==> config.mk <==
export PLATFORM = sky130hd
export DESIGN_NAME = rls_rx_status
export DESIGN_NICKNAME = d
export VERILOG_FILES = /design/src/shared/rls_pkg.sv /design/src/verilog/rls_rx_status.sv
export VERILOG_INCLUDE_DIRS = /design/src /design/src/shared
export SDC_FILE = /design/constraint.sdc
export NUM_CORES = 1
export LEC_CHECK = 0
export BUFFER_PORTS_ARGS = -buffer_cell sky130_fd_sc_hd__clkbuf_2
export CAP_MARGIN = 10
export CORE_ASPECT_RATIO = 1.25
export CORE_MARGIN = 4
export CORE_UTILIZATION = 23
export DETAILED_ROUTE_END_ITERATION = 16
export PLACE_DENSITY = 0.37
export SYNTH_ARGS = -nofsm -noshare
export SYNTH_HDL_FRONTEND = slang
export SYNTH_SLANG_ARGS = --single-unit
==> constraint.sdc <==
create_clock -name core_clk -period 15.7 [get_ports core_clk]
set_input_delay 3.14 -clock core_clk [delete_from_list [all_inputs] [get_ports core_clk]]
set_output_delay 3.14 -clock core_clk [all_outputs]
set_load 0.03 [all_outputs]
==> src/shared/rls_cfg.svh <==
`ifndef RLS_CFG_SVH
`define RLS_CFG_SVH
`define RLS_OFF_LS4 8'h93
`define RLS_OFF_LS5 8'h94
`define RLS_OFF_LS7 8'h96
`define RLS_OFF_SS1 8'h98
`define RLS_OFF_SS2 8'h99
`define RLS_OFF_SS3 8'h9a
`define RLS_OFF_SS4 8'h9b
`define RLS_OFF_SCD1 8'h9c
`define RLS_OFF_SCD2 8'h9d
`define RLS_OFF_SUM 8'h9f
`define RLS_OFF_IM1 8'ha0
`define RLS_OFF_IM4 8'ha3
`define RLS_OFF_IM5 8'ha4
`define RLS_OFF_IM7 8'ha6
`define RLS_OFF_SCE1 8'ha8
`define RLS_OFF_SCE2 8'ha9
`define RLS_OFF_SCE3 8'haa
`define RLS_OFF_SCE4 8'hab
`define RLS_OFF_SAIM 8'hac
`define RLS_OFF_HFC 8'had
`define RLS_RST_BYTE 8'h00
`define RLS_B4_MF 0
`define RLS_B4_SCOS 3
`define RLS_B5_OVR 5
`define RLS_B5_OBT 4
`define RLS_B5_PE 3
`define RLS_B5_PS 2
`define RLS_B5_HWM 1
`define RLS_B5_NE 0
`define RLS_B7_RAI 5
`define RLS_B7_AIS 4
`define RLS_B7_SLC 3
`define RLS_B7_FDL 2
`define RLS_B7_BC 1
`define RLS_B7_BD 0
`define RLS_B7_SA6 1
`define RLS_B7_SAX 0
`define RLS_BS_LS1 0
`define RLS_BS_LS4 3
`define RLS_BS_LS5 4
`define RLS_BS_LS7 6
`define RLS_CLK_MHZ 250
`define RLS_E1_MF_TIME_US 2000
`define RLS_MF_CNT_W 20
`endif

==> src/shared/rls_pkg.sv <==
`include "rls_cfg.svh"
package rls_pkg;
  typedef struct packed {
    logic [7:0] addr;
    logic [7:0] wrData;
    logic wrStb;
    logic rdStb;
  } rls_bus_type;
  typedef struct packed {
    logic e1Mode;
    logic esfMode;
    logic casEnabled;
    logic t1MfBoundary;
    logic e1CasBoundary;
    logic [6:0] fifoLevel;
    logic ovrAbandon;
    logic openingByteNext;
    logic pktEnd;
    logic pktStart;
    logic raiCi;
    logic raiCond;
    logic aisCi;
    logic aisCond;
    logic slcAlign;
    logic slcReady;
    logic fdlFull;
    logic bocDetect;
    logic bocClear;
    logic sa6Codeword;
    logic saStrobe;
    logic [4:0] saBits;
    logic [31:0] sigChange;
    logic [7:0] latchedStatusOne;
    logic [4:0] spareLen;
  } rls_evt_type;
  typedef struct packed {
    logic [7:0] ls4;
    logic [7:0] ls5;
    logic [7:0] ls7t;
    logic [7:0] ls7e;
    logic [31:0] sigSticky;
    logic [7:0] scd1;
    logic [7:0] scd2;
    logic [7:0] im1;
    logic [7:0] im4;
    logic [7:0] im5;
    logic [7:0] im7;
    logic [31:0] sigEnable;
    logic [4:0] saMask;
    logic [6:0] watermark;
    logic prevAbove;
    logic prevNonEmpty;
    logic [4:0] saPrev;
    logic saPrevValid;
    logic [`RLS_MF_CNT_W-1:0] mfCnt;
    logic [7:0] rdData;
    logic spareRestart;
    logic [15:0] spareMasked;
    logic [7:0] summary;
    logic irqN;
  } rls_state_type;
endpackage

==> src/verilog/rls_rx_status.sv <==
`timescale 1ns/1ns
`include "rls_cfg.svh"
// Overview of operation
// - T1 multiframe event on D4/ESF boundary.
// - E1 event every 2ms, CAS or free-running.
// - Latch overrun when HDLC abandons on full FIFO.
// - Latch flag when next FIFO byte opens message.
// - Latch packet end or fault; read clears.
// - Latch packet start on opening byte; read clears.
// - Latch rising edge of above-watermark condition.
// - Latch FIFO empty to not-empty transition.
// - RAI-CI latches in ESF during remote alarm.
// - AIS-CI latches only during AIS condition.
// - SLC-96 alignment with data ready latches flag.
// - Latch flag when FDL holding byte fills.
// - Latch BOC detect and BOC clear events.
// - E1 Sa6 codeword found latches flag.
// - E1 enabled Sa bit change latches flag.
// - Per-channel signaling change bits, held until read.
// - Enabled changes raise event; unmasked drives interrupt.
// - Writing first spare register restarts integration.
// - Spare pattern MSB first; unused bits ignored.
// - Summary register has one bit per status register.
// - Summary clears when serviced; masked bits excluded.
// - Mask bit one enables, zero blocks; reset zero.
module rls_rx_status
  import rls_pkg::*;
#(
  parameter int unsigned MF_FREE_CYCLES = `RLS_E1_MF_TIME_US * `RLS_CLK_MHZ
) (
  input wire logic core_clk,
  input wire logic sys_rst,
  input wire rls_bus_type bus,
  input wire rls_evt_type evt,
  output logic [7:0] rdData,
  output logic interruptOut_n,
  output logic spareRestart,
  output logic [15:0] spareMasked
);

  rls_state_type st;
  rls_state_type stNext;

  function automatic logic hit(input rls_bus_type b, input logic [7:0] off, input logic rd);
    hit = (rd ? b.rdStb : b.wrStb) && (b.addr == off);
  endfunction

  // Keeps the leading spareLen bits of the 16-bit pattern, first bit at the top.
  function automatic logic [15:0] spareMask(input logic [15:0] pat, input logic [4:0] len);
    logic [15:0] m;
    m = 16'h0000;
    for (int i = 0; i < 16; i++) begin
      m[15 - i] = (5'(i) < len) ? pat[15 - i] : 1'b0;
    end
    spareMask = m;
  endfunction

  logic [7:0] set4;
  logic [7:0] set5;
  logic [7:0] set7t;
  logic [7:0] set7e;
  logic [31:0] sigMaskMode;
  logic aboveNow;
  logic nonEmptyNow;
  logic mfFreeEnd;
  logic [7:0] ls7Sel;

  always_comb begin
    stNext = st;
    set4 = 8'h00;
    set5 = 8'h00;
    set7t = 8'h00;
    set7e = 8'h00;
    // Channels 25 to 32 only exist on an E1 line.
    sigMaskMode = evt.e1Mode ? 32'hffffffff : 32'h00ffffff;
    aboveNow = evt.fifoLevel > st.watermark;
    nonEmptyNow = evt.fifoLevel != 7'h00;
    mfFreeEnd = st.mfCnt == `RLS_MF_CNT_W'(MF_FREE_CYCLES - 1);
    ls7Sel = evt.e1Mode ? st.ls7e : st.ls7t;

    // Free-running counter realigns on every CAS boundary so the fallback keeps its phase.
    if (mfFreeEnd || evt.e1CasBoundary) begin
      stNext.mfCnt = '0;
    end else begin
      stNext.mfCnt = `RLS_MF_CNT_W'(st.mfCnt + 1'b1);
    end
    if (!evt.e1Mode) begin
      set4[`RLS_B4_MF] = evt.t1MfBoundary;
    end else if (evt.casEnabled) begin
      set4[`RLS_B4_MF] = evt.e1CasBoundary;
    end else begin
      set4[`RLS_B4_MF] = mfFreeEnd;
    end
    set4[`RLS_B4_SCOS] = |(evt.sigChange & st.sigEnable & sigMaskMode);

    set5[`RLS_B5_OVR] = evt.ovrAbandon;
    set5[`RLS_B5_OBT] = evt.openingByteNext;
    set5[`RLS_B5_PE] = evt.pktEnd;
    set5[`RLS_B5_PS] = evt.pktStart;
    set5[`RLS_B5_HWM] = aboveNow && !st.prevAbove;
    set5[`RLS_B5_NE] = nonEmptyNow && !st.prevNonEmpty;
    stNext.prevAbove = aboveNow;
    stNext.prevNonEmpty = nonEmptyNow;

    if (!evt.e1Mode) begin
      set7t[`RLS_B7_RAI] = evt.raiCi && evt.esfMode && evt.raiCond;
      set7t[`RLS_B7_AIS] = evt.aisCi && evt.aisCond;
      set7t[`RLS_B7_SLC] = evt.slcAlign && evt.slcReady;
      set7t[`RLS_B7_FDL] = evt.fdlFull;
      set7t[`RLS_B7_BC] = evt.bocClear;
      set7t[`RLS_B7_BD] = evt.bocDetect;
    end else begin
      set7e[`RLS_B7_SA6] = evt.sa6Codeword;
      // The first sample after reset only primes the history, so no false change is seen.
      if (evt.saStrobe) begin
        set7e[`RLS_B7_SAX] = st.saPrevValid && |((evt.saBits ^ st.saPrev) & st.saMask);
      end
    end
    if (evt.saStrobe) begin
      stNext.saPrev = evt.saBits;
      stNext.saPrevValid = 1'b1;
    end

    // A set in the same cycle as the clearing read wins, so no event is lost.
    stNext.ls4 = (st.ls4 & ~{8{hit(bus, `RLS_OFF_LS4, 1'b1)}}) | set4;
    stNext.ls5 = (st.ls5 & ~{8{hit(bus, `RLS_OFF_LS5, 1'b1)}}) | set5;
    stNext.ls7t = (st.ls7t & ~{8{hit(bus, `RLS_OFF_LS7, 1'b1) && !evt.e1Mode}}) | set7t;
    stNext.ls7e = (st.ls7e & ~{8{hit(bus, `RLS_OFF_LS7, 1'b1) && evt.e1Mode}}) | set7e;
    stNext.sigSticky[7:0] = (st.sigSticky[7:0] & ~{8{hit(bus, `RLS_OFF_SS1, 1'b1)}})
      | evt.sigChange[7:0];
    stNext.sigSticky[15:8] = (st.sigSticky[15:8] & ~{8{hit(bus, `RLS_OFF_SS2, 1'b1)}})
      | evt.sigChange[15:8];
    stNext.sigSticky[23:16] = (st.sigSticky[23:16] & ~{8{hit(bus, `RLS_OFF_SS3, 1'b1)}})
      | evt.sigChange[23:16];
    stNext.sigSticky[31:24] = (st.sigSticky[31:24] & ~{8{hit(bus, `RLS_OFF_SS4, 1'b1)}})
      | (evt.sigChange[31:24] & sigMaskMode[31:24]);

    stNext.spareRestart = hit(bus, `RLS_OFF_SCD1, 1'b0);
    if (hit(bus, `RLS_OFF_SCD1, 1'b0)) stNext.scd1 = bus.wrData;
    if (hit(bus, `RLS_OFF_SCD2, 1'b0)) stNext.scd2 = bus.wrData;
    if (hit(bus, `RLS_OFF_IM1, 1'b0)) stNext.im1 = bus.wrData;
    if (hit(bus, `RLS_OFF_IM4, 1'b0)) stNext.im4 = bus.wrData;
    if (hit(bus, `RLS_OFF_IM5, 1'b0)) stNext.im5 = bus.wrData;
    if (hit(bus, `RLS_OFF_IM7, 1'b0)) stNext.im7 = bus.wrData;
    if (hit(bus, `RLS_OFF_SCE1, 1'b0)) stNext.sigEnable[7:0] = bus.wrData;
    if (hit(bus, `RLS_OFF_SCE2, 1'b0)) stNext.sigEnable[15:8] = bus.wrData;
    if (hit(bus, `RLS_OFF_SCE3, 1'b0)) stNext.sigEnable[23:16] = bus.wrData;
    if (hit(bus, `RLS_OFF_SCE4, 1'b0)) stNext.sigEnable[31:24] = bus.wrData;
    if (hit(bus, `RLS_OFF_SAIM, 1'b0)) stNext.saMask = bus.wrData[4:0];
    if (hit(bus, `RLS_OFF_HFC, 1'b0)) stNext.watermark = bus.wrData[6:0];
    stNext.spareMasked = spareMask({st.scd1, st.scd2}, evt.spareLen);

    // Summary follows the latched bits one cycle later; slots 1, 2, 5 and 7 read zero.
    stNext.summary = 8'h00;
    stNext.summary[`RLS_BS_LS1] = |(evt.latchedStatusOne & st.im1);
    stNext.summary[`RLS_BS_LS4] = |(st.ls4 & st.im4);
    stNext.summary[`RLS_BS_LS5] = |(st.ls5 & st.im5);
    stNext.summary[`RLS_BS_LS7] = |(ls7Sel & st.im7);
    stNext.irqN = ~|stNext.summary;

    stNext.rdData = 8'h00;
    if (bus.rdStb) begin
      unique case (bus.addr)
        `RLS_OFF_LS4: stNext.rdData = st.ls4;
        `RLS_OFF_LS5: stNext.rdData = st.ls5;
        `RLS_OFF_LS7: stNext.rdData = ls7Sel;
        `RLS_OFF_SS1: stNext.rdData = st.sigSticky[7:0];
        `RLS_OFF_SS2: stNext.rdData = st.sigSticky[15:8];
        `RLS_OFF_SS3: stNext.rdData = st.sigSticky[23:16];
        `RLS_OFF_SS4: stNext.rdData = st.sigSticky[31:24];
        `RLS_OFF_SCD1: stNext.rdData = st.scd1;
        `RLS_OFF_SCD2: stNext.rdData = st.scd2;
        `RLS_OFF_SUM: stNext.rdData = st.summary;
        `RLS_OFF_IM1: stNext.rdData = st.im1;
        `RLS_OFF_IM4: stNext.rdData = st.im4;
        `RLS_OFF_IM5: stNext.rdData = st.im5;
        `RLS_OFF_IM7: stNext.rdData = st.im7;
        `RLS_OFF_SCE1: stNext.rdData = st.sigEnable[7:0];
        `RLS_OFF_SCE2: stNext.rdData = st.sigEnable[15:8];
        `RLS_OFF_SCE3: stNext.rdData = st.sigEnable[23:16];
        `RLS_OFF_SCE4: stNext.rdData = st.sigEnable[31:24];
        `RLS_OFF_SAIM: stNext.rdData = {3'h0, st.saMask};
        `RLS_OFF_HFC: stNext.rdData = {1'b0, st.watermark};
        default: stNext.rdData = 8'h00;
      endcase
    end
  end

  always_ff @(posedge core_clk or posedge sys_rst) begin
    if (sys_rst) begin
      st <= '0;
      st.irqN <= 1'b1;
      st.im1 <= `RLS_RST_BYTE;
      st.im4 <= `RLS_RST_BYTE;
      st.im5 <= `RLS_RST_BYTE;
      st.im7 <= `RLS_RST_BYTE;
    end else begin
      st <= stNext;
    end
  end

  assign rdData = st.rdData;
  assign interruptOut_n = st.irqN;
  assign spareRestart = st.spareRestart;
  assign spareMasked = st.spareMasked;

  property p_mf_t1;
    @(posedge core_clk) disable iff (sys_rst)
      (!evt.e1Mode && evt.t1MfBoundary) |=> st.ls4[`RLS_B4_MF];
  endproperty
  a_mf_t1: assert property (p_mf_t1) else $error("T1 multiframe event missed.");

  property p_mf_e1;
    @(posedge core_clk) disable iff (sys_rst)
      (evt.e1Mode && evt.casEnabled && evt.e1CasBoundary) |=> st.ls4[`RLS_B4_MF];
  endproperty
  a_mf_e1: assert property (p_mf_e1) else $error("E1 multiframe event missed.");

  property p_ovr;
    @(posedge core_clk) disable iff (sys_rst)
      evt.ovrAbandon |=> st.ls5[`RLS_B5_OVR];
  endproperty
  a_ovr: assert property (p_ovr) else $error("Overrun flag not latched.");

  property p_pe_clear;
    @(posedge core_clk) disable iff (sys_rst)
      (hit(bus, `RLS_OFF_LS5, 1'b1) && !evt.pktEnd) |=> !st.ls5[`RLS_B5_PE];
  endproperty
  a_pe_clear: assert property (p_pe_clear) else $error("Packet end not cleared.");

  property p_hwm;
    @(posedge core_clk) disable iff (sys_rst)
      (evt.fifoLevel > st.watermark && !st.prevAbove) |=> st.ls5[`RLS_B5_HWM];
  endproperty
  a_hwm: assert property (p_hwm) else $error("Watermark edge missed.");

  property p_rai_gate;
    @(posedge core_clk) disable iff (sys_rst)
      (!(evt.esfMode && evt.raiCond) && !st.ls7t[`RLS_B7_RAI]) |=> !st.ls7t[`RLS_B7_RAI];
  endproperty
  a_rai_gate: assert property (p_rai_gate) else $error("RAI-CI set outside alarm.");

  property p_sig_hold;
    @(posedge core_clk) disable iff (sys_rst)
      (st.sigSticky[0] && !hit(bus, `RLS_OFF_SS1, 1'b1)) |=> st.sigSticky[0];
  endproperty
  a_sig_hold: assert property (p_sig_hold) else $error("Signaling bit lost.");

  property p_irq;
    @(posedge core_clk) disable iff (sys_rst)
      (st.ls4[`RLS_B4_SCOS] && st.im4[`RLS_B4_SCOS]) |=> !interruptOut_n;
  endproperty
  a_irq: assert property (p_irq) else $error("Interrupt not raised.");

  property p_restart;
    @(posedge core_clk) disable iff (sys_rst)
      hit(bus, `RLS_OFF_SCD1, 1'b0) |=> spareRestart;
  endproperty
  a_restart: assert property (p_restart) else $error("Spare restart wrong.");

  property p_sum_mask;
    @(posedge core_clk) disable iff (sys_rst)
      (st.im5 == 8'h00) |=> !st.summary[`RLS_BS_LS5];
  endproperty
  a_sum_mask: assert property (p_sum_mask) else $error("Masked bit in summary.");

  property p_mf_free;
    @(posedge core_clk) disable iff (sys_rst)
      (evt.e1Mode && !evt.casEnabled && mfFreeEnd) |=> st.ls4[`RLS_B4_MF];
  endproperty
  a_mf_free: assert property (p_mf_free) else $error("Free multiframe missed.");

  property p_mf_range;
    @(posedge core_clk) disable iff (sys_rst)
      32'(st.mfCnt) < MF_FREE_CYCLES;
  endproperty
  a_mf_range: assert property (p_mf_range) else $error("Multiframe count overrun.");

  property p_obt;
    @(posedge core_clk) disable iff (sys_rst)
      evt.openingByteNext |=> st.ls5[`RLS_B5_OBT];
  endproperty
  a_obt: assert property (p_obt) else $error("Opening byte missed.");

  property p_ps;
    @(posedge core_clk) disable iff (sys_rst)
      evt.pktStart |=> st.ls5[`RLS_B5_PS];
  endproperty
  a_ps: assert property (p_ps) else $error("Packet start missed.");

  // Hold checks look one cycle ahead only; a longer hold follows step by step.
  property p_ne_edge;
    @(posedge core_clk) disable iff (sys_rst)
      (st.prevNonEmpty && !st.ls5[`RLS_B5_NE]) |=> !st.ls5[`RLS_B5_NE];
  endproperty
  a_ne_edge: assert property (p_ne_edge) else $error("Not-empty without edge.");

  property p_hwm_only;
    @(posedge core_clk) disable iff (sys_rst)
      (st.prevAbove && !st.ls5[`RLS_B5_HWM]) |=> !st.ls5[`RLS_B5_HWM];
  endproperty
  a_hwm_only: assert property (p_hwm_only) else $error("Watermark without edge.");

  property p_ais_gate;
    @(posedge core_clk) disable iff (sys_rst)
      (!evt.aisCond && !st.ls7t[`RLS_B7_AIS]) |=> !st.ls7t[`RLS_B7_AIS];
  endproperty
  a_ais_gate: assert property (p_ais_gate) else $error("AIS-CI outside AIS.");

  property p_slc;
    @(posedge core_clk) disable iff (sys_rst)
      (!evt.e1Mode && evt.slcAlign && evt.slcReady) |=> st.ls7t[`RLS_B7_SLC];
  endproperty
  a_slc: assert property (p_slc) else $error("SLC-96 flag missed.");

  property p_fdl;
    @(posedge core_clk) disable iff (sys_rst)
      (!evt.e1Mode && evt.fdlFull) |=> st.ls7t[`RLS_B7_FDL];
  endproperty
  a_fdl: assert property (p_fdl) else $error("FDL full missed.");

  property p_boc;
    @(posedge core_clk) disable iff (sys_rst)
      (!evt.e1Mode && evt.bocDetect) |=> st.ls7t[`RLS_B7_BD];
  endproperty
  a_boc: assert property (p_boc) else $error("BOC detect missed.");

  property p_sa6;
    @(posedge core_clk) disable iff (sys_rst)
      (evt.e1Mode && evt.sa6Codeword) |=> st.ls7e[`RLS_B7_SA6];
  endproperty
  a_sa6: assert property (p_sa6) else $error("Sa6 codeword missed.");

  property p_sax_gate;
    @(posedge core_clk) disable iff (sys_rst)
      (!st.ls7e[`RLS_B7_SAX] && ((evt.saBits ^ st.saPrev) & st.saMask) == 5'h00)
      |=> !st.ls7e[`RLS_B7_SAX];
  endproperty
  a_sax_gate: assert property (p_sax_gate) else $error("Sa change without change.");

  property p_sig_e1only;
    @(posedge core_clk) disable iff (sys_rst)
      (!evt.e1Mode && st.sigSticky[31:24] == 8'h00) |=> st.sigSticky[31:24] == 8'h00;
  endproperty
  a_sig_e1only: assert property (p_sig_e1only) else $error("Channel 25-32 in T1.");

  property p_scos_gate;
    @(posedge core_clk) disable iff (sys_rst)
      (!st.ls4[`RLS_B4_SCOS] && (evt.sigChange & st.sigEnable) == 32'h0000_0000)
      |=> !st.ls4[`RLS_B4_SCOS];
  endproperty
  a_scos_gate: assert property (p_scos_gate) else $error("Disabled channel flagged.");

  property p_spare_short;
    @(posedge core_clk) disable iff (sys_rst)
      (evt.spareLen < 5'h08) |=> spareMasked[7:0] == 8'h00;
  endproperty
  a_spare_short: assert property (p_spare_short) else $error("Short code leaks.");

  property p_sum_rsvd;
    @(posedge core_clk) disable iff (sys_rst)
      (st.summary & 8'ha6) == 8'h00;
  endproperty
  a_sum_rsvd: assert property (p_sum_rsvd) else $error("Unused summary bit set.");

  property p_mask_block;
    @(posedge core_clk) disable iff (sys_rst)
      (st.im4 == 8'h00 && st.im5 == 8'h00 && st.im7 == 8'h00
        && (evt.latchedStatusOne & st.im1) == 8'h00) |=> interruptOut_n;
  endproperty
  a_mask_block: assert property (p_mask_block) else $error("Masked interrupt.");

  property p_ps_hold;
    @(posedge core_clk) disable iff (sys_rst)
      (st.ls5[`RLS_B5_PS] && !hit(bus, `RLS_OFF_LS5, 1'b1)) |=> st.ls5[`RLS_B5_PS];
  endproperty
  a_ps_hold: assert property (p_ps_hold) else $error("Packet start lost.");

  property p_restart_q;
    @(posedge core_clk) disable iff (sys_rst)
      !hit(bus, `RLS_OFF_SCD1, 1'b0) |=> !spareRestart;
  endproperty
  a_restart_q: assert property (p_restart_q) else $error("Stray spare restart.");

endmodule // rls_rx_status
==> results of run 1 <==
-- worst max path at each step --
stage                     cells after the start        end  startpoint  slack [ps]
after global placement                        6  rdData[6]     evt[76]        9960
after CTS                                     6  rdData[6]     evt[76]       10620
final                                         6  rdData[6]     evt[76]       10570
after global routing                          4     st[83]     sys_rst       10420
after detailed placement                      6  rdData[6]     evt[76]       10030
after floorplan                               1  rdData[0]     sys_rst        6710
-- flip-flops by register name (all words and copies together) (netlist names) --
signal / cells
rdData: 8
st: 188
spareRestart: 1
interruptOut_n: 1
spareMasked: 16
-- per-layer routing --
| layer | share of wire, % | GRT usage, % | vias up | wire [um] |
|---|---|---|---|---|
| li1 | - | - | 3490 | - |
| met1 | 45 | 21.7 | 4020 | 17700 |
| met2 | 49 | 26.6 | 222 | 19300 |
| met3 | 4.1 | 2.12 | 46 | 1620 |
| met4 | 2.1 | 4.05 | 0 | 840 |
| met5 | 0 | 0 | - | 0 |
-- synthesized netlist by cell type (all sizes together) (3+ instances only) --
| cell type | count |
|---|---|
| and3 | 7 |
| a32oi | 14 |
| buf | 53 |
| and2 | 22 |
| nor4bb | 3 |
| and4 | 5 |
| nand4b | 3 |
| a221oi | 6 |
| nand3 | 36 |
| a31oi | 6 |
| nand3b | 4 |
| nor3b | 5 |
| a21oi | 13 |
| a21o | 33 |
| nand2 | 36 |
| a211oi | 3 |
| nor2b | 18 |
| ha | 8 |
| o21a | 6 |
| a41oi | 5 |
| nor4 | 8 |
| mux2 | 116 |
| dfrtp | 213 |
| nor3 | 13 |
| a21boi | 5 |
| xnor2 | 14 |
| xor2 | 9 |
| inv | 20 |
| o21ai | 16 |
| clkbuf | 23 |
| mux2i | 7 |
| a32o | 3 |
| a22oi | 45 |
| nand4 | 18 |
| o22ai | 7 |
| or2 | 3 |
| nor2 | 32 |
| a22o | 23 |
-- critical path: cells and delay by family --
family                 cells  cell delay (ps)
AO/OA/AOI/OAI              3              680
buffers and inverters      1              660
AND/OR/NAND/NOR            1              550
multiplexers               1              440
-- cells by family after synthesis --
logic type      after synthesis  share of synthesized area (%)
fa+ha+maj                     8                          0.962
flops                       214                           51.5
xor+xnor                     23                           1.94
simple gates                224                           12.5
mux                         125                           13.7
compound gates              200                           14.6
buf+inv                      97                           4.86
-- power by group --
part	switching (mW)	total [mW]	leakage, nW	internal, mW
logic	0.0739	0.115	2.18	0.0407
clock network	0.255	0.652	0.464	0.397
registers	0.0192	0.591	2.69	0.572
total	0.348	1.36	5.34	1.01
-- layout make-up --
| cell class | count | area [sq um] |
|---|---|---|
| clock buffers | 36 | 779 |
| multi-input cells | 580 | 4560 |
| repair buffers | 132 | 686 |
| clock inverters | 13 | 154 |
| flip-flops and latches | 214 | 5360 |
| fillers | 4656 | 32100 |
| well taps | 572 | 716 |
| inverters | 21 | 86.3 |
==> results.py, run 1 <==
metrics = {
    "placement": {
        "dpl_cell_area_sq_um": 11400,
        "port_buffers": 122,
        "place_ws_ps": 10030,
        "dpl.cell_count": 1519,
        "detailed_place_hpwl_um": 28500,
        "gp_congestion": 0.837,
    },
    "logic_synthesis": {
        "synthArstFlopShare_pct": 100,
        "synth_area_per_cell_sq_um": 11.7,
        "syn-num-nets": 996,
        "synth_edf_count": 0,
        "synthCells": 891,
        "synth_cell_types": 71,
        "synthFlopType": "dfrtp_1",
        "synth-seq-area-share_pct": 51.5,
        "synthesis.area_sq_um": 10400,
        "yosys_warnings": 0,
        "synth_top_area_cell": "dfrtp_1",
        "synthTopCellsByArea": "dfrtp_1 51%, mux2_2 13%, a22oi_1 3.2%",
        "yosys.area.top_type_share_pct": 51.2,
        "ys_ff_latch": 214,
    },
    "setup_path": {
        "cp-start-kind": "primary input",
        "required_ps": 16070,
        "rr_worst_depth": 6,
        "rrSetupSlack_ps": 13540,
        "slowest_delay_ps": 660,
        "slowest_stage": "clkbuf_2",
        "cp_max_fo": 29,
        "reg2reg_to": "st[45]",
        "crit_type": "primary input to flop",
        "crit_path_cell_trace": "clkbuf_2 -> mux2_2 -> a22oi_1 -> o22ai_1 -> nor4_1 -> a31oi_1",
        "reg2reg_from": "st[34]",
        "crit_arrival_ps": 5500,
        "endpoint_kind": "flop",
    },
    "routing": {
        "wirelength_um": 39400,
        "vias": 7778,
        "wl_per_cell_um": 25.2,
        "viasPerCell": 4.96,
        "ant_nets": 0,
        "drt_iter0_drc": 503,
        "drt_first_pass_iters": 5,
        "drc": 0,
    },
    "sta": {
        "setup_slack_ps": 10570,
        "rsz0062_at_grt": "no",
        "finalCritPeriodShare_pct": 32.7,
        "hold_viol_final": 0,
        "finalSetupViolations": 0,
        "hold_ws_ps": 469,
        "fin_skew_ps": 19.4,
        "tightest_slew_ps": 915,
        "timing.fmax_ghz": 0.195,
        "slew_viol_final": 0,
        "timing.slew.headroom_pct": 38.9,
        "period_needed_ps": 5130,
        "tns_ps": 0,
    },
    "clock_tree": {
        "clk_pin_slew_ps": 60,
        "ctsHoldBuffers": 0,
        "cts_tree": "yes",
        "cts_htree_levels": 1,
        "worstSkewPairLatency_ps": 560,
        "cts_setup_buffers": 0,
        "clock-sinks": 214,
        "cts_root_buffer": "clkbuf_16",
        "cts_buffer_depth": 3,
        "ctsResizeCount": 0,
        "cts_buffers": 27,
    },
    "finish": {
        "fin_util_pct": 27.8,
        "layout-drive-gt1-share_pct": 31.8,
        "antennaDiodeCount": 0,
        "syn_to_final_growth_pct": 18.6,
        "stdcell_count": 1568,
        "layout_common_cells": "213 x dfrtp_1, 122 x clkbuf_2, 116 x mux2_2",
        "num-nets-final": 1081,
        "fin_area_sq_um": 12300,
        "layout_commonest_cell": "dfrtp_1",
    },
    "global_route": {
        "grt_antenna_before_repair": 1,
        "grt_pass1_vias": 8153,
        "grt_max_degree": 96,
        "grt-ovfl-total": 0,
        "grt_usage_pct": 15.9,
        "grt_pass1_wl_um": 58000,
    },
    "floorplan": {
        "start_util_pct": 23.4,
        "chipHeight_um": 246,
        "die_width_um": 198,
        "core_area_sq_um": 44400,
        "dieArea_sq_um": 48700,
        "io_pins": 123,
        "rows": 86,
    },
    "min_path": {
        "holdPathStages": 1,
        "whs_endpoint": "st[186]",
        "hold_path_class": "flop to flop",
        "min_from": "st[186]",
    },
    "flow_run": {
        "max_cap_violations": 0,
    },
    "power_and_ir_drop": {
        "irDropWorstVdd_mv": 0.0719,
        "power_mw": 1.36,
        "powerDensity_nw_per_um2": 110,
        "p_leak_nw": 5.34,
    },
    "run_status": {
        "outcome": "complete, no violations",
    },
}
(Power assumes the default switching activity.)
==> inputs of run 2 (changes only) <==
- clock period: 15.7 -> 5.15 ns (I/O delays scaled with it)
==> run 2 against run 1 <==
Sequential share of layout area increased by 0.36 points. Die area unchanged. Via count is 0.44% lower. Sequential power grew to 3.0 times the previous value. Final cell count down 0.26%. Clock skew shrank 6.7 ps. Sequential cell count unchanged. Global-route usage down 0.10 points.
==> results.py, run 2 (synthesis results as in run 1) <==
metrics = {
    "sta": {
        "tightest_slew_ps": 1000,
        "fin_skew_ps": 12.8,
        "timing.slew.headroom_pct": 32.4,
        "finalCritPeriodShare_pct": 61.1,
        "hold_viol_final": 0,
        "period_needed_ps": 3150,
        "tns_ps": 0,
        "finalSetupViolations": 0,
        "rsz0062_at_grt": "no",
        "timing.fmax_ghz": 0.318,
        "slew_viol_final": 0,
    },
    "finish": {
        "layout_commonest_cell": "dfrtp_1",
        "layout_common_cells": "213 x dfrtp_1, 122 x clkbuf_2, 116 x mux2_2",
        "top_register": "st",
        "num-nets-final": 1080,
        "layout-drive-gt1-share_pct": 31.5,
        "antennaDiodeCount": 0,
        "syn_to_final_growth_pct": 17.6,
        "fin_area_sq_um": 12200,
        "largest_reg_flops": 188,
    },
    "clock_tree": {
        "cts_buffers": 25,
        "cts_setup_buffers": 0,
        "cts_buffer_depth": 3,
        "clock-sinks": 214,
        "cts_root_buffer": "clkbuf_16",
        "clk_pin_slew_ps": 60,
        "ctsHoldBuffers": 0,
        "cts_htree_levels": 1,
        "cts_tree": "yes",
        "ctsResizeCount": 0,
        "worstSkewPairLatency_ps": 540,
    },
    "global_route": {
        "grt_pass1_wl_um": 57400,
        "grt_antenna_before_repair": 1,
        "grt-ovfl-total": 0,
        "grt_max_degree": 128,
        "grt_usage_pct": 15.8,
        "grt_pass1_vias": 8084,
    },
    "setup_path": {
        "crit_type": "primary input to flop",
        "crit_start": "bus[10]",
        "slowest_delay_ps": 770,
        "crit_path_cell_trace": "clkbuf_2 -> buf_4 -> mux2_2 -> a22oi_1 -> o22ai_1 -> a2111oi_0 -> a21oi_1",
        "reg2reg_to": "rdData[4]",
        "slowest_stage": "a2111oi_0",
        "required_ps": 5530,
        "rrSetupSlack_ps": 2900,
        "reg2reg_from": "st[182]",
        "cp_max_fo": 18,
        "cp-start-kind": "primary input",
        "endpoint": "rdData[4]",
        "rr_worst_depth": 5,
        "crit_arrival_ps": 3520,
        "endpoint_kind": "flop",
    },
    "placement": {
        "detailed_place_hpwl_um": 28800,
        "port_buffers": 122,
        "dpl_cell_area_sq_um": 11400,
        "gp_congestion": 0.851,
    },
    "floorplan": {
        "rows": 86,
        "die_width_um": 198,
        "chipHeight_um": 246,
        "io_pins": 123,
        "core_area_sq_um": 44400,
        "dieArea_sq_um": 48700,
        "start_util_pct": 23.4,
    },
    "min_path": {
        "min_from": "st[54]",
        "hold_path_class": "flop to flop",
    },
    "power_and_ir_drop": {
        "irDropWorstVdd_mv": 0.211,
        "p_leak_nw": 5.28,
        "powerDensity_nw_per_um2": 323,
        "power_mw": 3.95,
    },
    "flow_run": {
        "max_cap_violations": 0,
    },
    "run_status": {
        "outcome": "complete, no violations",
    },
    "routing": {
        "drt_first_pass_iters": 5,
        "vias": 7744,
        "ant_nets": 0,
        "wl_per_cell_um": 25.0,
        "drt_iter0_drc": 476,
        "viasPerCell": 4.95,
        "drc": 0,
        "wirelength_um": 39100,
    },
}
-- run 2: changes by cell type in the layout (fill, tap and decap cells not counted) --
| cell | previous run | this run |
|---|---|---|
| clkbuf_1 | 2 | 3 |
| inv_6 | 1 | 2 |
| clkinv_2 | 6 | 4 |
| buf_12 | 0 | 1 |
| inv_8 | 1 | 0 |
| bufinv_16 | 3 | 1 |
| clkbuf_16 | 27 | 25 |
| clkinv_4 | 2 | 0 |
| clkinvlp_4 | 1 | 3 |
-- run 2: stage by stage --
step | util (%) | std cells | setup WS, ps | hold WS, ps
floorplan | - | 891 | 1340 | 435
global placement | 25.7 | 1520 | 1470 | 454
detailed placement | 25.7 | 1520 | 1620 | 458
CTS | 27.5 | 1564 | 2180 | 472
global route | 27.5 | 1564 | 2010 | 486
finish | 27.5 | 1564 | 2000 | 470
-- run 2: worst max-delay path: cells and delay by family --
kind                   cells  cell delay [ps]
AO/OA/AOI/OAI              4             1390
buffers and inverters      2              700
multiplexers               1              390
-- run 2: worst min path at each step --
stage	depth (start not counted)	endpoint
floorplan	2	st[199]
global placement	1	st[54]
detailed placement	1	st[54]
CTS	1	st[54]
global route	1	st[54]
finish	1	st[54]
-- run 2: power breakdown --
group / leakage (nW) / switching (mW) / internal, mW / total [mW]
registers: 2.69 / 0.0559 / 1.74 / 1.80
clock network: 0.401 / 0.757 / 1.04 / 1.80
logic: 2.19 / 0.226 / 0.125 / 0.352
total: 5.28 / 1.04 / 2.91 / 3.95
-- run 2: area by class of cell --
type | count | area, sq um
fillers | 4650 | 32200
flip-flops and latches | 214 | 5360
multi-input cells | 580 | 4560
clock buffers | 35 | 733
well taps | 572 | 716
repair buffers | 133 | 706
clock inverters | 9 | 82.6
inverters | 21 | 82.6
-- run 2: layer usage --
layer / track usage (%) / vias up / part of all wire, %
met1: 21.0 / 4007 / 44
met2: 26.2 / 210 / 48
met4: 4.48 / 2 / 2.7
met5: 0 / - / 0.031
met3: 2.91 / 60 / 4.9
li1: - / 3465 / -
